<file path="config.mk">
export PLATFORM = sky130hd
export DESIGN_NAME = mcu_interrupt_controller
export DESIGN_NICKNAME = d
export VERILOG_FILES = /design/src/common/intc_pkg.sv /design/src/design/mcu_interrupt_controller.sv /design/src/design/edge_sync.sv
export SDC_FILE = /design/constraint.sdc
export NUM_CORES = 1
export LEC_CHECK = 0
export BUFFER_PORTS_ARGS = -buffer_cell sky130_fd_sc_hd__buf_4
export CAP_MARGIN = 20
export CELL_PAD_IN_SITES_DETAIL_PLACEMENT = 0
export CELL_PAD_IN_SITES_GLOBAL_PLACEMENT = 1
export CORE_AREA = 2 2 105 148
export DETAILED_ROUTE_END_ITERATION = 8
export DIE_AREA = 0 0 107 150
export HOLD_SLACK_MARGIN = 0.02
export MAX_ROUTING_LAYER = met4
export PLACE_DENSITY = 0.78
export SLEW_MARGIN = 20
export SYNTH_ARGS = -nofsm -noshare
export SYNTH_HDL_FRONTEND = slang
export SYNTH_SLANG_ARGS = --single-unit
</file>
<file path="constraint.sdc">
create_clock -name i_ref_clk -period 3.9 [get_ports i_ref_clk]
set_input_delay 0.39 -clock i_ref_clk [delete_from_list [all_inputs] [get_ports i_ref_clk]]
set_output_delay 0.39 -clock i_ref_clk [all_outputs]
set_load 0.05 [all_outputs]
</file>
<file path="src/common/intc_pkg.sv">
/*
 * Constants, field layouts and carrier types shared by the interrupt
 * controller and its testbench.
 * Assumes a 32-bit Avalon-MM register bus with byte addresses and
 * a single 125 MHz clock domain for all on-chip event sources.
 */
package intc_pkg;

	// Sizes
	localparam int N_VEC  = 10;	// Vectored sources
	localparam int N_MEM  = 9;	// Member sources behind the group flags
	localparam int N_PIN  = 5;	// Asynchronous inputs needing a synchroniser
	localparam int PC_W   = 12;
	localparam int IDX_W  = 4;
	localparam int DATA_W = 32;
	localparam int ADDR_W = 8;

	// Register word indices
	localparam logic [5:0] OFS_CTRL0  = 6'h00;	// Word index of byte 0x00
	localparam logic [5:0] OFS_CTRL1  = 6'h01;	// 0x04
	localparam logic [5:0] OFS_GRP_TB = 6'h02;	// 0x08
	localparam logic [5:0] OFS_TMR0   = 6'h03;	// 0x0c
	localparam logic [5:0] OFS_TMR1   = 6'h04;	// 0x10
	localparam logic [5:0] OFS_PERIPH = 6'h05;	// 0x14
	localparam logic [5:0] OFS_EDGE   = 6'h06;	// 0x18
	localparam logic [5:0] OFS_STATUS = 6'h07;	// 0x1c
	localparam logic [7:0] REG_RESET  = 8'h00;

	// Vectored source indices
	localparam int V_PIN0 = 0;
	localparam int V_PIN1 = 1;
	localparam int V_CMP0 = 2;
	localparam int V_CMP1 = 3;
	localparam int V_GRP0 = 4;
	localparam int V_GRP1 = 5;
	localparam int V_TB0  = 6;
	localparam int V_TB1  = 7;
	localparam int V_GRP2 = 8;
	localparam int V_GRP3 = 9;

	// Member source indices
	localparam int M_T0P = 0;
	localparam int M_T0A = 1;
	localparam int M_T1P = 2;
	localparam int M_T1A = 3;
	localparam int M_T1B = 4;
	localparam int M_SIM = 5;
	localparam int M_XP  = 6;
	localparam int M_LV  = 7;
	localparam int M_DE  = 8;

	// Synchroniser slots
	localparam int S_PIN0 = 0;
	localparam int S_PIN1 = 1;
	localparam int S_CMP0 = 2;
	localparam int S_CMP1 = 3;
	localparam int S_XP   = 4;

	// Edge-select codes
	localparam logic [1:0] EDGE_OFF  = 2'b00;
	localparam logic [1:0] EDGE_RISE = 2'b01;
	localparam logic [1:0] EDGE_FALL = 2'b10;
	localparam logic [1:0] EDGE_BOTH = 2'b11;

	// Default vector table, entry i at bits [i*PC_W +: PC_W]
	localparam logic [N_VEC*PC_W-1:0] VEC_DEFAULT = {
		12'h028, 12'h024, 12'h020, 12'h01c, 12'h018,
		12'h014, 12'h010, 12'h00c, 12'h008, 12'h004};
	// Default priority: rank r holds the source index at [r*IDX_W +: IDX_W]
	localparam logic [N_VEC*IDX_W-1:0] PRIO_DEFAULT = {
		4'h9, 4'h8, 4'h7, 4'h6, 4'h5, 4'h4, 4'h3, 4'h2, 4'h1, 4'h0};

	// On-chip event strobes, one-cycle pulses on the system clock
	typedef struct packed {
		logic timer0_match_p;
		logic timer0_match_a;
		logic timer1_match_p;
		logic timer1_match_a;
		logic timer1_match_b;
		logic serial_done;
		logic low_voltage;
		logic eeprom_done;
		logic timebase0;
		logic timebase1;
	} src_evt_t;

	typedef enum {ST_IDLE, ST_PUSH, ST_LOAD} seq_state_t;

endpackage : intc_pkg

</file>
<file path="src/design/mcu_interrupt_controller.sv">
/*
 * Interrupt controller: request flags, enables, edge pins, group flags,
 * fixed-priority arbitration and the vectoring handshake to the sequencer.
 * Assumes the sequencer owns the stack, signals instruction boundaries
 * and the return instruction, and reports when the stack is full.
 */
// The register addresses and register access over Avalon-MM were decided locally.
// Overview of operation
// - Timebase, comparator and member flags set regardless of enables
// - Disabled flag stays set, never vectors
// - Global enable low blocks every vector
// - Take pushes next address, then loads vector
// - Return instruction pops the saved address
// - Servicing clears the global enable
// - Requests latch while global enable low
// - Full stack holds off every request
// - Simultaneous requests served by fixed priority
// - Any set flag wakes the device
// - Pin flag set on selected edge type
// - Edge codes: off, rise, fall, both
// - Pin vectors need global, pin enable, edge
// - Pin is interrupt input only when enabled
// - Pin service clears pin flag too
// - Comparator flag set on output change
// - Comparator service clears comparator flag
// - Group/timebase register: flags high, enables low
// - Timer0 register: flags 5,4, enables 1,0
// - Large variant adds timer1 match B bits
// - Peripheral register: four flags, four enables
// - Unimplemented bits read zero, ignore writes
// - Enabled member event raises its group flag
// - Group service clears group flag only
`timescale 1ns/10ps
module mcu_interrupt_controller #(
	parameter bit                                          HAS_MATCH_B = 1'b1,
	parameter logic [intc_pkg::N_VEC*intc_pkg::PC_W-1:0]  VEC_TABLE   = intc_pkg::VEC_DEFAULT,
	parameter logic [intc_pkg::N_VEC*intc_pkg::IDX_W-1:0] PRIO_MAP    = intc_pkg::PRIO_DEFAULT
) (
	// Clock and reset
	input  wire logic                          i_ref_clk,
	input  wire logic                          i_resetn,
	input  wire logic                          i_clk_en,
	// Avalon-MM slave
	input  wire logic [intc_pkg::ADDR_W-1:0]   i_avs_address,
	input  wire logic                          i_avs_read,
	input  wire logic                          i_avs_write,
	input  wire logic [intc_pkg::DATA_W-1:0]   i_avs_writedata,
	input  wire logic [3:0]                    i_avs_byteenable,
	output logic      [intc_pkg::DATA_W-1:0]   o_avs_readdata,
	output logic                               o_avs_waitrequest,
	// Event sources
	input  wire intc_pkg::src_evt_t            i_src_evt,
	input  wire logic [1:0]                    i_ext_pin,
	input  wire logic [1:0]                    i_comp_out,
	input  wire logic                          i_ext_periph_pin_n,
	// Program sequencer
	input  wire logic                          i_insn_boundary,
	input  wire logic [intc_pkg::PC_W-1:0]     i_next_pc,
	input  wire logic                          i_stack_full,
	input  wire logic                          i_return_from_irq_instruction,
	output logic                               o_push,
	output logic      [intc_pkg::PC_W-1:0]     o_push_pc,
	output logic                               o_load,
	output logic      [intc_pkg::PC_W-1:0]     o_load_pc,
	output logic                               o_pop,
	// Power and pin control
	output logic                               o_wake,
	output logic      [1:0]                    o_pin_irq_mode
);
	localparam int NV = intc_pkg::N_VEC;
	localparam int NM = intc_pkg::N_MEM;
	localparam int NP = intc_pkg::N_PIN;
	localparam int IW = intc_pkg::IDX_W;
	localparam int PW = intc_pkg::PC_W;

	// Member flags that exist on this variant
	localparam logic [NM-1:0] MEM_IMPL = HAS_MATCH_B ? 9'h1ff : 9'h1ef;

	logic                  gie_r;
	logic [NV-1:0]         vreq_r;
	logic [NV-1:0]         ven_r;
	logic [NM-1:0]         mreq_r;
	logic [NM-1:0]         men_r;
	logic [3:0]            edge_sel_r;
	logic [IW-1:0]         last_src_r;
	logic [IW-1:0]         win_idx_r;
	logic [PW-1:0]         push_pc_r;
	logic [PW-1:0]         load_pc_r;
	logic                  pop_r;
	logic                  wake_r;
	logic                  ack_r;
	logic [intc_pkg::DATA_W-1:0] rdata_r;
	intc_pkg::seq_state_t  state_r;
	intc_pkg::seq_state_t  state_nxt;

	logic [NP-1:0]         sync_in;
	logic [NP-1:0]         sync_evt;
	logic [1:0]            sync_sel [NP];
	logic [NV-1:0]         vset;
	logic [NM-1:0]         mset;
	logic [NV-1:0]         pend;
	logic [NV-1:0]         svc_clr;
	logic [IW-1:0]         win_idx;
	logic                  win_any;
	logic                  take;
	logic                  wr_go;
	logic [5:0]            word_addr;
	logic [7:0]            wd;
	logic [7:0]            rd_byte;
	logic                  gie_we;
	logic [NV-1:0]         vreq_we;
	logic [NV-1:0]         ven_we;
	logic [NV-1:0]         vreq_wd;
	logic [NV-1:0]         ven_wd;
	logic [NM-1:0]         mreq_we;
	logic [NM-1:0]         men_we;
	logic [NM-1:0]         mreq_wd;
	logic [NM-1:0]         men_wd;
	logic                  edge_we;

	// Bus answers one cycle after the request appears
	assign o_avs_waitrequest = (i_avs_read | i_avs_write) & ~ack_r;
	assign o_avs_readdata    = rdata_r;
	assign word_addr         = i_avs_address[7:2];
	assign wd                = i_avs_writedata[7:0];
	assign wr_go             = i_avs_write & ack_r & i_avs_byteenable[0];

	// Pins, comparators and the peripheral pin all arrive asynchronously
	assign sync_in  = {~i_ext_periph_pin_n, i_comp_out, i_ext_pin};
	assign sync_sel[intc_pkg::S_PIN0] = ven_r[intc_pkg::V_PIN0] ?
		edge_sel_r[1:0] : intc_pkg::EDGE_OFF;
	assign sync_sel[intc_pkg::S_PIN1] = ven_r[intc_pkg::V_PIN1] ?
		edge_sel_r[3:2] : intc_pkg::EDGE_OFF;
	assign sync_sel[intc_pkg::S_CMP0] = intc_pkg::EDGE_BOTH;
	assign sync_sel[intc_pkg::S_CMP1] = intc_pkg::EDGE_BOTH;
	// Inverted pin, so a falling edge on the pin is a rise here
	assign sync_sel[intc_pkg::S_XP]   = intc_pkg::EDGE_RISE;
	assign o_pin_irq_mode = {ven_r[intc_pkg::V_PIN1], ven_r[intc_pkg::V_PIN0]};

	// One synchroniser per asynchronous input
	generate
		for (genvar g = 0; g < NP; g++) begin : g_sync
			edge_sync u_edge_sync (
				.i_ref_clk (i_ref_clk),
				.i_resetn  (i_resetn),
				.i_clk_en  (i_clk_en),
				.i_async   (sync_in[g]),
				.i_sel     (sync_sel[g]),
				.o_event   (sync_evt[g])
			);
		end
	endgenerate

	// Member set strobes, gated by the clock enable
	always_comb begin
		mset = '0;
		mset[intc_pkg::M_T0P] = i_src_evt.timer0_match_p;
		mset[intc_pkg::M_T0A] = i_src_evt.timer0_match_a;
		mset[intc_pkg::M_T1P] = i_src_evt.timer1_match_p;
		mset[intc_pkg::M_T1A] = i_src_evt.timer1_match_a;
		mset[intc_pkg::M_T1B] = i_src_evt.timer1_match_b;
		mset[intc_pkg::M_SIM] = i_src_evt.serial_done;
		mset[intc_pkg::M_XP]  = sync_evt[intc_pkg::S_XP];
		mset[intc_pkg::M_LV]  = i_src_evt.low_voltage;
		mset[intc_pkg::M_DE]  = i_src_evt.eeprom_done;
		mset = mset & MEM_IMPL & {NM{i_clk_en}};
	end

	// Vectored set strobes; a group rises with any enabled member event
	always_comb begin
		vset = '0;
		vset[intc_pkg::V_PIN0] = sync_evt[intc_pkg::S_PIN0];
		vset[intc_pkg::V_PIN1] = sync_evt[intc_pkg::S_PIN1];
		vset[intc_pkg::V_CMP0] = sync_evt[intc_pkg::S_CMP0];
		vset[intc_pkg::V_CMP1] = sync_evt[intc_pkg::S_CMP1];
		vset[intc_pkg::V_TB0]  = i_src_evt.timebase0 & i_clk_en;
		vset[intc_pkg::V_TB1]  = i_src_evt.timebase1 & i_clk_en;
		vset[intc_pkg::V_GRP0] = |(mset[1:0] & men_r[1:0]);
		vset[intc_pkg::V_GRP1] = |(mset[4:2] & men_r[4:2]);
		vset[intc_pkg::V_GRP2] = |(mset[8:7] & men_r[8:7]);
		vset[intc_pkg::V_GRP3] = |(mset[6:5] & men_r[6:5]);
	end

	// Only flags with their own enable compete
	assign pend = vreq_r & ven_r;

	// Scan from lowest rank upward so rank 0 wins last
	always_comb begin
		win_idx = '0;
		win_any = 1'b0;
		for (int r = NV - 1; r >= 0; r--) begin
			if (pend[PRIO_MAP[r*IW +: IW]]) begin
				win_idx = PRIO_MAP[r*IW +: IW];
				win_any = 1'b1;
			end
		end
	end

	// Boundary-aligned take; full stack or global disable hold it off
	assign take = i_clk_en & (state_r == intc_pkg::ST_IDLE) & gie_r & win_any &
		~i_stack_full & i_insn_boundary;

	// Only the serviced vectored flag clears; members stay
	always_comb begin
		svc_clr = '0;
		if (take)
			svc_clr[win_idx] = 1'b1;
	end

	// Software write decode, low byte only
	always_comb begin
		gie_we  = 1'b0;
		vreq_we = '0;
		ven_we  = '0;
		vreq_wd = '0;
		ven_wd  = '0;
		mreq_we = '0;
		men_we  = '0;
		mreq_wd = '0;
		men_wd  = '0;
		edge_we = 1'b0;
		if (wr_go) begin
			unique case (word_addr)
				intc_pkg::OFS_CTRL0: begin
					gie_we  = 1'b1;
					ven_we[2:0]  = 3'h7;
					ven_wd[2:0]  = wd[3:1];
					vreq_we[2:0] = 3'h7;
					vreq_wd[2:0] = wd[6:4];
				end
				intc_pkg::OFS_CTRL1: begin
					ven_we[5:3]  = 3'h7;
					ven_wd[5:3]  = wd[2:0];
					vreq_we[5:3] = 3'h7;
					vreq_wd[5:3] = wd[6:4];
				end
				intc_pkg::OFS_GRP_TB: begin
					ven_we[9:6]  = 4'hf;
					ven_wd[9:6]  = {wd[3], wd[0], wd[2:1]};
					vreq_we[9:6] = 4'hf;
					vreq_wd[9:6] = {wd[7], wd[4], wd[6:5]};
				end
				intc_pkg::OFS_TMR0: begin
					men_we[1:0]  = 2'h3;
					men_wd[1:0]  = wd[1:0];
					mreq_we[1:0] = 2'h3;
					mreq_wd[1:0] = wd[5:4];
				end
				intc_pkg::OFS_TMR1: begin
					men_we[4:2]  = 3'h7;
					men_wd[4:2]  = wd[2:0];
					mreq_we[4:2] = 3'h7;
					mreq_wd[4:2] = wd[6:4];
				end
				intc_pkg::OFS_PERIPH: begin
					men_we[8:5]  = 4'hf;
					men_wd[8:5]  = wd[3:0];
					mreq_we[8:5] = 4'hf;
					mreq_wd[8:5] = wd[7:4];
				end
				intc_pkg::OFS_EDGE: edge_we = 1'b1;
				default: ;
			endcase
		end
	end

	// Register read view; unimplemented positions are zero
	always_comb begin
		rd_byte = intc_pkg::REG_RESET;
		unique case (word_addr)
			intc_pkg::OFS_CTRL0:  rd_byte = {1'b0, vreq_r[2:0], ven_r[2:0], gie_r};
			intc_pkg::OFS_CTRL1:  rd_byte = {1'b0, vreq_r[5:3], 1'b0, ven_r[5:3]};
			intc_pkg::OFS_GRP_TB: rd_byte = {vreq_r[9], vreq_r[7:6], vreq_r[8],
				ven_r[9], ven_r[7:6], ven_r[8]};
			intc_pkg::OFS_TMR0:   rd_byte = {2'b00, mreq_r[1:0], 2'b00, men_r[1:0]};
			intc_pkg::OFS_TMR1:   rd_byte = {1'b0, mreq_r[4:2], 1'b0, men_r[4:2]};
			intc_pkg::OFS_PERIPH: rd_byte = {mreq_r[8:5], men_r[8:5]};
			intc_pkg::OFS_EDGE:   rd_byte = {4'h0, edge_sel_r};
			intc_pkg::OFS_STATUS: rd_byte = {last_src_r, 2'b00, i_stack_full,
				state_r != intc_pkg::ST_IDLE};
			default:              rd_byte = intc_pkg::REG_RESET;
		endcase
	end

	// Bus handshake and read data capture
	always_ff @(posedge i_ref_clk) begin
		if (!i_resetn) begin
			ack_r   <= 1'b0;
			rdata_r <= '0;
		end else if (i_clk_en) begin
			ack_r <= (i_avs_read | i_avs_write) & ~ack_r;
			if (i_avs_read & ~ack_r)
				rdata_r <= {24'h000000, rd_byte};
		end
	end

	// Global enable: take clears it, a software write in the same cycle wins
	always_ff @(posedge i_ref_clk) begin
		if (!i_resetn)
			gie_r <= 1'b0;
		else if (i_clk_en) begin
			if (gie_we)
				gie_r <= wd[0];
			else if (take)
				gie_r <= 1'b0;
		end
	end

	// Vectored flags and enables; a hardware set beats any clear
	always_ff @(posedge i_ref_clk) begin
		if (!i_resetn) begin
			vreq_r <= '0;
			ven_r  <= '0;
		end else if (i_clk_en) begin
			vreq_r <= (((vreq_r & ~vreq_we) | (vreq_wd & vreq_we)) & ~svc_clr)
				| vset;
			ven_r  <= (ven_r & ~ven_we) | (ven_wd & ven_we);
		end
	end

	// Member flags are cleared by software alone
	always_ff @(posedge i_ref_clk) begin
		if (!i_resetn) begin
			mreq_r <= '0;
			men_r  <= '0;
		end else if (i_clk_en) begin
			mreq_r <= (((mreq_r & ~mreq_we) | (mreq_wd & mreq_we)) | mset)
				& MEM_IMPL;
			men_r  <= ((men_r & ~men_we) | (men_wd & men_we)) & MEM_IMPL;
		end
	end

	// Edge-select field
	always_ff @(posedge i_ref_clk) begin
		if (!i_resetn)
			edge_sel_r <= 4'h0;
		else if (i_clk_en && edge_we)
			edge_sel_r <= wd[3:0];
	end

	// Vectoring sequence: push phase, then load phase
	always_comb begin
		state_nxt = state_r;
		unique case (state_r)
			intc_pkg::ST_IDLE: if (take) state_nxt = intc_pkg::ST_PUSH;
			intc_pkg::ST_PUSH: state_nxt = intc_pkg::ST_LOAD;
			intc_pkg::ST_LOAD: state_nxt = intc_pkg::ST_IDLE;
		endcase
	end

	always_ff @(posedge i_ref_clk) begin
		if (!i_resetn)
			state_r <= intc_pkg::ST_IDLE;
		else if (i_clk_en)
			state_r <= state_nxt;
	end

	// Return address and vector are latched at the take
	always_ff @(posedge i_ref_clk) begin
		if (!i_resetn) begin
			push_pc_r  <= '0;
			load_pc_r  <= '0;
			win_idx_r  <= '0;
			last_src_r <= '0;
		end else if (i_clk_en && take) begin
			push_pc_r  <= i_next_pc;
			load_pc_r  <= VEC_TABLE[win_idx*PW +: PW];
			win_idx_r  <= win_idx;
			last_src_r <= win_idx;
		end
	end

	assign o_push    = state_r == intc_pkg::ST_PUSH;
	assign o_load    = state_r == intc_pkg::ST_LOAD;
	assign o_push_pc = push_pc_r;
	assign o_load_pc = load_pc_r;

	// Return pops the saved address; wake follows any set flag
	always_ff @(posedge i_ref_clk) begin
		if (!i_resetn) begin
			pop_r  <= 1'b0;
			wake_r <= 1'b0;
		end else if (i_clk_en) begin
			pop_r  <= i_return_from_irq_instruction;
			wake_r <= (|vreq_r) | (|mreq_r);
		end
	end

	assign o_pop  = pop_r;
	assign o_wake = wake_r;

endmodule : mcu_interrupt_controller

</file>
<file path="src/design/edge_sync.sv">
/*
 * Two-flop synchroniser with selectable edge detection.
 * Assumes the input is asynchronous; the event pulse is one clock wide.
 */
`timescale 1ns/10ps
module edge_sync (
	// Clock and reset
	input  wire logic       i_ref_clk,
	input  wire logic       i_resetn,
	input  wire logic       i_clk_en,
	// Input and edge choice
	input  wire logic       i_async,
	input  wire logic [1:0] i_sel,
	// Detected edge
	output logic            o_event
);
	logic       meta_r;
	logic       sync_r;
	logic       prev_r;
	logic [2:0] prime_r;

	// Synchroniser; first flop feeds only the second
	always_ff @(posedge i_ref_clk) begin
		if (!i_resetn) begin
			meta_r <= 1'b0;
			sync_r <= 1'b0;
			prev_r <= 1'b0;
		end else if (i_clk_en) begin
			meta_r <= i_async;
			sync_r <= meta_r;
			prev_r <= sync_r;
		end
	end

	// Blocks a false edge until the previous-value flop holds a real level
	always_ff @(posedge i_ref_clk) begin
		if (!i_resetn)
			prime_r <= 3'b000;
		else if (i_clk_en)
			prime_r <= {prime_r[1:0], 1'b1};
	end

	// Bit 0 of the select picks rising, bit 1 falling
	assign o_event = i_clk_en & prime_r[2] &
		((sync_r & ~prev_r & i_sel[0]) | (~sync_r & prev_r & i_sel[1]));

endmodule : edge_sync

</file>
======== Yosys cells after proc, flatten, opt, wreduce, memory -nomap -nowiden ========
Index checks and enable logic that the tools add are counted.
storage, ports and cells
  output and inout bits ................... 63
  logic and storage cells ................. 201
  register bits after elaboration ......... 144
  input port bits ......................... 79
cells by class
  equal/unequal tests ..................... 12
  reductions and logical operators ........ 17
  $mul .................................... 1
  $lt $le $gt $ge ......................... 2
  bitwise logic cells ..................... 76
  shift-type cells ........................ 1
  mux-type cells .......................... 58
operators with widths
  cell                                                         count
  indexed part select 120 x 9 -> 12 bit, first input constant  1
  one-hot mux 32 bit (3 select lines)                          1
  equality test 32 x 2 -> 1 bit, second input constant         2
  zero test 32 bit                                             2
  2-to-1 mux 4 bit                                             16
  one-hot mux 8 bit (8 select lines)                           1
  AND 10 bit                                                   6
  AND 9 bit                                                    5
  2-to-1 mux 10 bit                                            4
  AND 1 bit                                                    34
  equality test 32 x 1 -> 1 bit, second input constant         1
  equality test 32 x 3 -> 1 bit, second input constant         1
  2-to-1 mux 32 bit                                            1
  nonzero test 32 bit                                          1
  OR 10 bit                                                    3
  2-to-1 mux 3 bit                                             9
  2-to-1 mux 9 bit                                             3
  OR 9 bit                                                     3
  equality test 6 x 3 -> 1 bit, second input constant          4
  inverter 10 bit                                              2
  2-to-1 mux 1 bit                                             17
  equality test 6 x 2 -> 1 bit, second input constant          2
  inverter 1 bit                                               12
  2-to-1 mux 2 bit                                             5
  18 further kinds                                             31

======== Longest topological paths before layout ========
  word-level depth ........................ 19
  mapped depth ............................ 9
  depth with buffers taken out ............ 9

======== By module ========
A second synthesis with hierarchy kept.
second synthesis, totals
  cells, all modules ...................... 631
  area total of the unflattened synthesis .. 5489.0 um^2
modules (own cells, without submodules)
  module                    seq. area each (um^2)  instances  cells each  area each (um^2)
  mcu_interrupt_controller  1521.5                 1          521         4269.1
  edge_sync                 120.1                  5          22          244.0

======== Least setup slack after synthesis ========
No wires, ideal clock.
  kind .................................... reg-to-reg
  start point ............................. register vreq_r[5]
  end point ............................... register load_pc_r[4], in the netlist o_load_pc[4]
  setup time .............................. 70 ps
  path slack .............................. 2049 ps
  period minus slack after synthesis ...... 1851 ps
  arrival time ............................ 1781 ps
  required time ........................... 3830 ps
  cell stages (with the launch flop) ...... 9
  path buffers ............................ 0
  cell sequence ........................... dfxtp_1 -> a22o_1 -> a31o_2 -> a31o_2 -> nand3_1 -> inv_1 -> ha_1 -> o31a_1 -> a21boi_1
between the ends
  elaborated cells between the ends (all ways) .. 19
  classes of those cells .................. mul: 1; shift: 1; mux: 12; bitwise: 4; reduce/logical: 1
RTL lines
  element                                line                             text
  from (decl)                            mcu_interrupt_controller.sv:80   logic [NV-1:0] vreq_r;
  from (signal assigned)                 mcu_interrupt_controller.sv:315  vreq_r <= (((vreq_r & ~vreq_we) | (vreq_wd & vreq_we)) & ~svc_clr)
  AND 10 bit                             mcu_interrupt_controller.sv:185  assign pend = vreq_r & ven_r;
  2-to-1 mux 4 bit (6 in a row)          mcu_interrupt_controller.sv:192  if (pend[PRIO_MAP[r*IW +: IW]]) begin
  via win_idx[0]                         mcu_interrupt_controller.sv:103  logic [IW-1:0] win_idx;
  multiplier 4 x 2 -> 6 bit              mcu_interrupt_controller.sv:367  load_pc_r <= VEC_TABLE[win_idx*PW +: PW];
  indexed part select 120 x 9 -> 12 bit  mcu_interrupt_controller.sv:367
  to (signal assigned)                   mcu_interrupt_controller.sv:367
  to (decl)                              mcu_interrupt_controller.sv:88   logic [PW-1:0] load_pc_r;
The timed path passes the listed nets, and every way through them passes these cells.
A chain may end at the register's enable or synchronous reset.

======== Worst setup path after layout ========
  start point ............................. register vreq_r[6]
  end point ............................... register load_pc_r[2], in the netlist o_load_pc[2]
between the ends
  elaborated cells between the ends (all ways) .. 21
  classes of those cells .................. mul: 1; shift: 1; mux: 14; bitwise: 4; reduce/logical: 1
RTL lines
  element                                line
  AND 10 bit                             mcu_interrupt_controller.sv:185
  2-to-1 mux 4 bit (7 in a row)          mcu_interrupt_controller.sv:192
  via win_idx[1]                         mcu_interrupt_controller.sv:103
  multiplier 4 x 2 -> 6 bit              mcu_interrupt_controller.sv:367
  indexed part select 120 x 9 -> 12 bit  mcu_interrupt_controller.sv:367
The timed path passes the listed nets, and every way through them passes these cells.

==> summary.md <==
| Metric | Value |
|---|---|
| Dominant combinational cell family by area after synthesis | `simple AND/OR/NAND/NOR gates` |
| Starting Density | `34.3%` |
| Sequential area share after synthesis | `37.1%` |
| Highest clock frequency the design can meet | `436 MHz` |
| Count of different cell masters after synthesis | `59` |
| Total setup violations reported at the end of the flow | `0` |
| Fraction of post-synthesis cell area in the top cell type by area | `37.1%` |
| Count of input and output buffers | `80` |
| Hold Buf Count CTS | `0` |
| Detailed-routing iteration count for the pre-antenna-repair pass | `5` |
| Data required time of the critical path | `4.10 ns` |
| Crit path arrival time | `2.50 ns` |
| Quantity of gates resized following cts | `0` |
| Overall overflow remaining after global route | `0` |
| Post-CTS setup-driven buffer insertion count | `0` |
| Crit-path cells | `a22o_1, nand3_1, a21oi_1, inv_1, ha_1, o31ai_1, a221oi_1` |
| Average wire per cell in the routed design | `17.6 um` |
| Root Driver | `sky130_fd_sc_hd__clkbuf_16` |
| Worst Skew | `0.00675 ns` |
| Antenna violations before repair | `0` |
| Power per standard cell area | `376 nW/um^2` |
| Mapped cell area | `5070 sq um` |
| Core box area | `14800 sq um` |
| Cell area after placement | `5600 sq um` |
| Wire length after detailed routing | `14.3 mm` |
| Kind of cell adding the most delay to the critical path | `compound AO/OA/AOI/OAI gates` |
| Number of failing hold endpoints at the final stage | `0` |
| Die outline width | `107 um` |
| Buffer levels on the longest clock path | `2` |
| Launching element type of the critical path | `flop` |
| Number of cells on the critical path | `7` |
| Capturing element of the worst setup path | `o_load_pc[2]` |
| Remaining max-slew budget at the tightest pin | `35.2%` |
| Final Core Density | `40.0%` |
| Warnings, synthesis | `0` |
| Synth Area in Simple Gates | `22.5%` |
| Ratio of cells with drive above 1 in the final layout | `19.9%` |
| Reg-to-reg critical path startpoint | `vreq_r[6]` |
| Async S/R FF share, synth | `0%` |
| Final HPWL from detailed placement | `10.7 mm` |
| Max Fanout on Critical Path | `7` |
| Number of clock sinks seen by CTS | `94` |
| Die area | `16100 sq um` |
| Clock network latency to the later pin of the worst-skew pair | `0.34 ns` |
| Via density per instance | `5.21` |
| Power share of the clock group | `42.6%` |
| Type of destination of the critical path | `flop` |
| First-pass GRT wire length | `22.0 mm` |
| Number of synthesized register bits | `94` |
| Chip Height | `150 um` |
| Cell taking the most area after synthesis | `sky130_fd_sc_hd__dfxtp_1` |
| Crit-path max cell delay | `0.53 ns` |
| Ranking of synthesized cells by area | `sky130_fd_sc_hd__dfxtp_1, sky130_fd_sc_hd__mux2i_1, sky130_fd_sc_hd__nand3_1` |
| Crit path buffers/inverters | `1` |
| Path type of the worst setup path | `flop to flop` |
| Post-route cell area | `5920 sq um` |
| Maximum capacitance violations | `0` |
| Most common library cell in the layout ignoring fill and taps | `sky130_fd_sc_hd__dfxtp_1` |
| Gate count of the mapped netlist | `564` |
| EDFF count, synth | `0` |
| Setup_tns | `0 ns` |
| Slew @ Worst Pin | `0.972 ns` |
| Mux share of post-synthesis cell area | `12.9%` |
| Count of unresolved DRC violations after routing | `0` |
| Number of diodes added for antenna fixing | `0` |
| Number of global-route vias before repair | `4204` |
| Run status | `complete, no violations` |
| Critical Path Slowest Stage Cell | `sky130_fd_sc_hd__dfxtp_1` |
| Most used flip-flop cell after synthesis | `sky130_fd_sc_hd__dfxtp_1` |
| Overall routing resource usage | `18.4%` |
| End of the worst register-to-register path | `o_load_pc[2]` |
| XOR/XNOR share of the synthesized area | `0.346%` |
| Final antenna-violating net count | `0` |
| Drt first-iter violations | `314` |
| Depth of the worst register-to-register path | `7` |
| R2R Setup Slk | `1.61 ns` |
| Synth Area in Compound Gates | `15.7%` |
| Commonest cells after routing, fill and taps aside | `sky130_fd_sc_hd__dfxtp_1, sky130_fd_sc_hd__buf_4, sky130_fd_sc_hd__nand2_1` |
| Mean Syn Cell Area | `8.99 sq um` |
| Part of the cycle the worst path needs | `58.8%` |
| Io pins | `142` |
| Crit. Startpoint | `vreq_r[6]` |
| Filler cell count | `1475` |
| Worst vdd rail ir drop | `0.000169 V` |
| Leakage power figure | `0.00249 uW` |
| Total number of nets in the final design | `705` |
| Setup repair after global routing missed its margin | `no` |
| Register clock-pin slew on the reported worst setup and hold paths | `0.07 ns` |
| Shortest clock period the worst path allows after layout | `2.29 ns` |
| Number of placement rows | `53` |
| H-tree levels | `3` |
| Type of the worst min-delay path | `input port to flop` |
| TritonCTS clock tree | `done` |
| Slew Limit Fails | `0` |
| Power dissipated by switching net loads | `589 uW` |
| Sequential fraction of design power | `45.4%` |
| Net Sw Frac | `26.5%` |
| Int Power | `1640 uW` |
| Area overhead of the layout relative to synthesis | `16.7%` |
| Vias | `4238` |
| RD Place Congestion | `0.944` |
| Adder and majority gate portion of the synthesized area | `1.97%` |
| Power share of the combinational group | `11.9%` |
| Maximum number of pins on one net before global-route repair | `109` |
| Clock buffer count from CTS | `9` |
synthesized netlist by cell type, types with 4 or more instances:
| cell type | number |
|---|---|
| sky130_fd_sc_hd__a31oi_1 | 8 |
| sky130_fd_sc_hd__a22o_1 | 6 |
| sky130_fd_sc_hd__nand3_1 | 58 |
| sky130_fd_sc_hd__o211ai_1 | 4 |
| sky130_fd_sc_hd__a21oi_1 | 9 |
| sky130_fd_sc_hd__inv_1 | 7 |
| sky130_fd_sc_hd__nand2b_1 | 6 |
| sky130_fd_sc_hd__mux2_2 | 6 |
| sky130_fd_sc_hd__nor4_1 | 4 |
| sky130_fd_sc_hd__dfxtp_1 | 94 |
| sky130_fd_sc_hd__nand2_1 | 68 |
| sky130_fd_sc_hd__and3_1 | 5 |
| sky130_fd_sc_hd__clkbuf_1 | 18 |
| sky130_fd_sc_hd__nor2_1 | 10 |
| sky130_fd_sc_hd__a21boi_0 | 17 |
| sky130_fd_sc_hd__a32oi_1 | 7 |
| sky130_fd_sc_hd__o21ai_0 | 20 |
| sky130_fd_sc_hd__a22oi_1 | 9 |
| sky130_fd_sc_hd__ha_1 | 8 |
| sky130_fd_sc_hd__buf_4 | 36 |
| sky130_fd_sc_hd__buf_2 | 11 |
| sky130_fd_sc_hd__mux2i_1 | 52 |
| sky130_fd_sc_hd__nor2b_1 | 39 |
kinds of logic (layout without fill, tap and decap cells):
family | after synthesis | count (layout)
and+or+nand+nor | 212 | 212
AOI/OAI and AO/OA | 109 | 109
DFF | 94 | 94
adders and majority gates | 8 | 8
xor gates and xnor gates | 2 | 2
other | 1 | 32
buffers and inverters | 77 | 104
muxes | 61 | 61
state kept, by name, summed over array words and instances (netlist names):
register,cells
g_sync.u_edge_sync.sync_r,5
vreq_r,10
o_push_pc,12
g_sync.u_edge_sync.prev_r,5
ven_r,10
o_wake,1
o_load_pc,4
last_src_r,4
mreq_r,9
state_r,2
men_r,9
gie_r,1
ack_r,1
o_pop,1
edge_sel_r,4
g_sync.u_edge_sync.meta_r,5
g_sync.u_edge_sync.prime_r,3
o_avs_readdata,8
metrics by stage:
step | hold slack, ns | total power, uW | setup WS [ns] | cells
after floorplan | 0.427 | 1230 | 2.05 | 595
after global placement | 0.434 | 1290 | 1.52 | 799
after detailed placement | 0.445 | 1300 | 1.50 | 799
after CTS | 0.262 | 2240 | 1.65 | 814
after global routing | 0.269 | 2300 | 1.52 | 814
final | 0.264 | 2230 | 1.61 | 814
worst reg2reg max path, stage by stage (launching register included):
cell	delay (ns)
sky130_fd_sc_hd__dfxtp_1	0.53
sky130_fd_sc_hd__a22o_1	0.20
sky130_fd_sc_hd__nand3_1	0.09
sky130_fd_sc_hd__a21oi_1	0.47
sky130_fd_sc_hd__inv_1	0.17
sky130_fd_sc_hd__ha_1	0.30
sky130_fd_sc_hd__o31ai_1	0.30
sky130_fd_sc_hd__a221oi_1	0.11
layer usage:
layer	GRT usage (%)	vias up	routed length (um)
li1	-	2059	-
met1	20.3	1980	5820
met2	31.6	160	7200
met3	2.96	39	645
met4	10.2	0	669
met5	-	-	0
power by group through the flow:
stage / Combinational (uW) / Sequential (uW) / Clock, uW
floorplan: 206 / 1030 / 0
global placement: 262 / 1030 / 0
detailed placement: 264 / 1030 / 0
CTS: 265 / 1010 / 970
global route: 285 / 1010 / 1000
finish: 265 / 1010 / 949
final cells by class:
cell class	count	area [sq um]	area share, %
flip-flops and latches	94	1880	31.8
repair buffers	82	616	10.4
clock inverters	6	93.8	1.59
inverters	7	26.3	0.444
well taps	192	240	4.06
clock buffers	9	225	3.81
multi-input cells	424	2830	47.9
worst min-delay path by stage:
stage	cells after the start	slack, ns	end	startpoint
floorplan	1	0.43	g_sync[4].u_edge_sync.prime_r[0]	g_sync[4].u_edge_sync.prime_r[0]
CTS	3	0.26	o_push_pc[4]	i_next_pc[4]
detailed placement	2	0.44	o_push_pc[4]	o_push_pc[4]
global placement	1	0.43	g_sync[4].u_edge_sync.prime_r[0]	g_sync[4].u_edge_sync.prime_r[0]
global route	3	0.27	o_push_pc[2]	i_next_pc[2]
finish	3	0.26	o_push_pc[11]	i_next_pc[11]
Note: power is estimated with default switching activity, not from simulation.
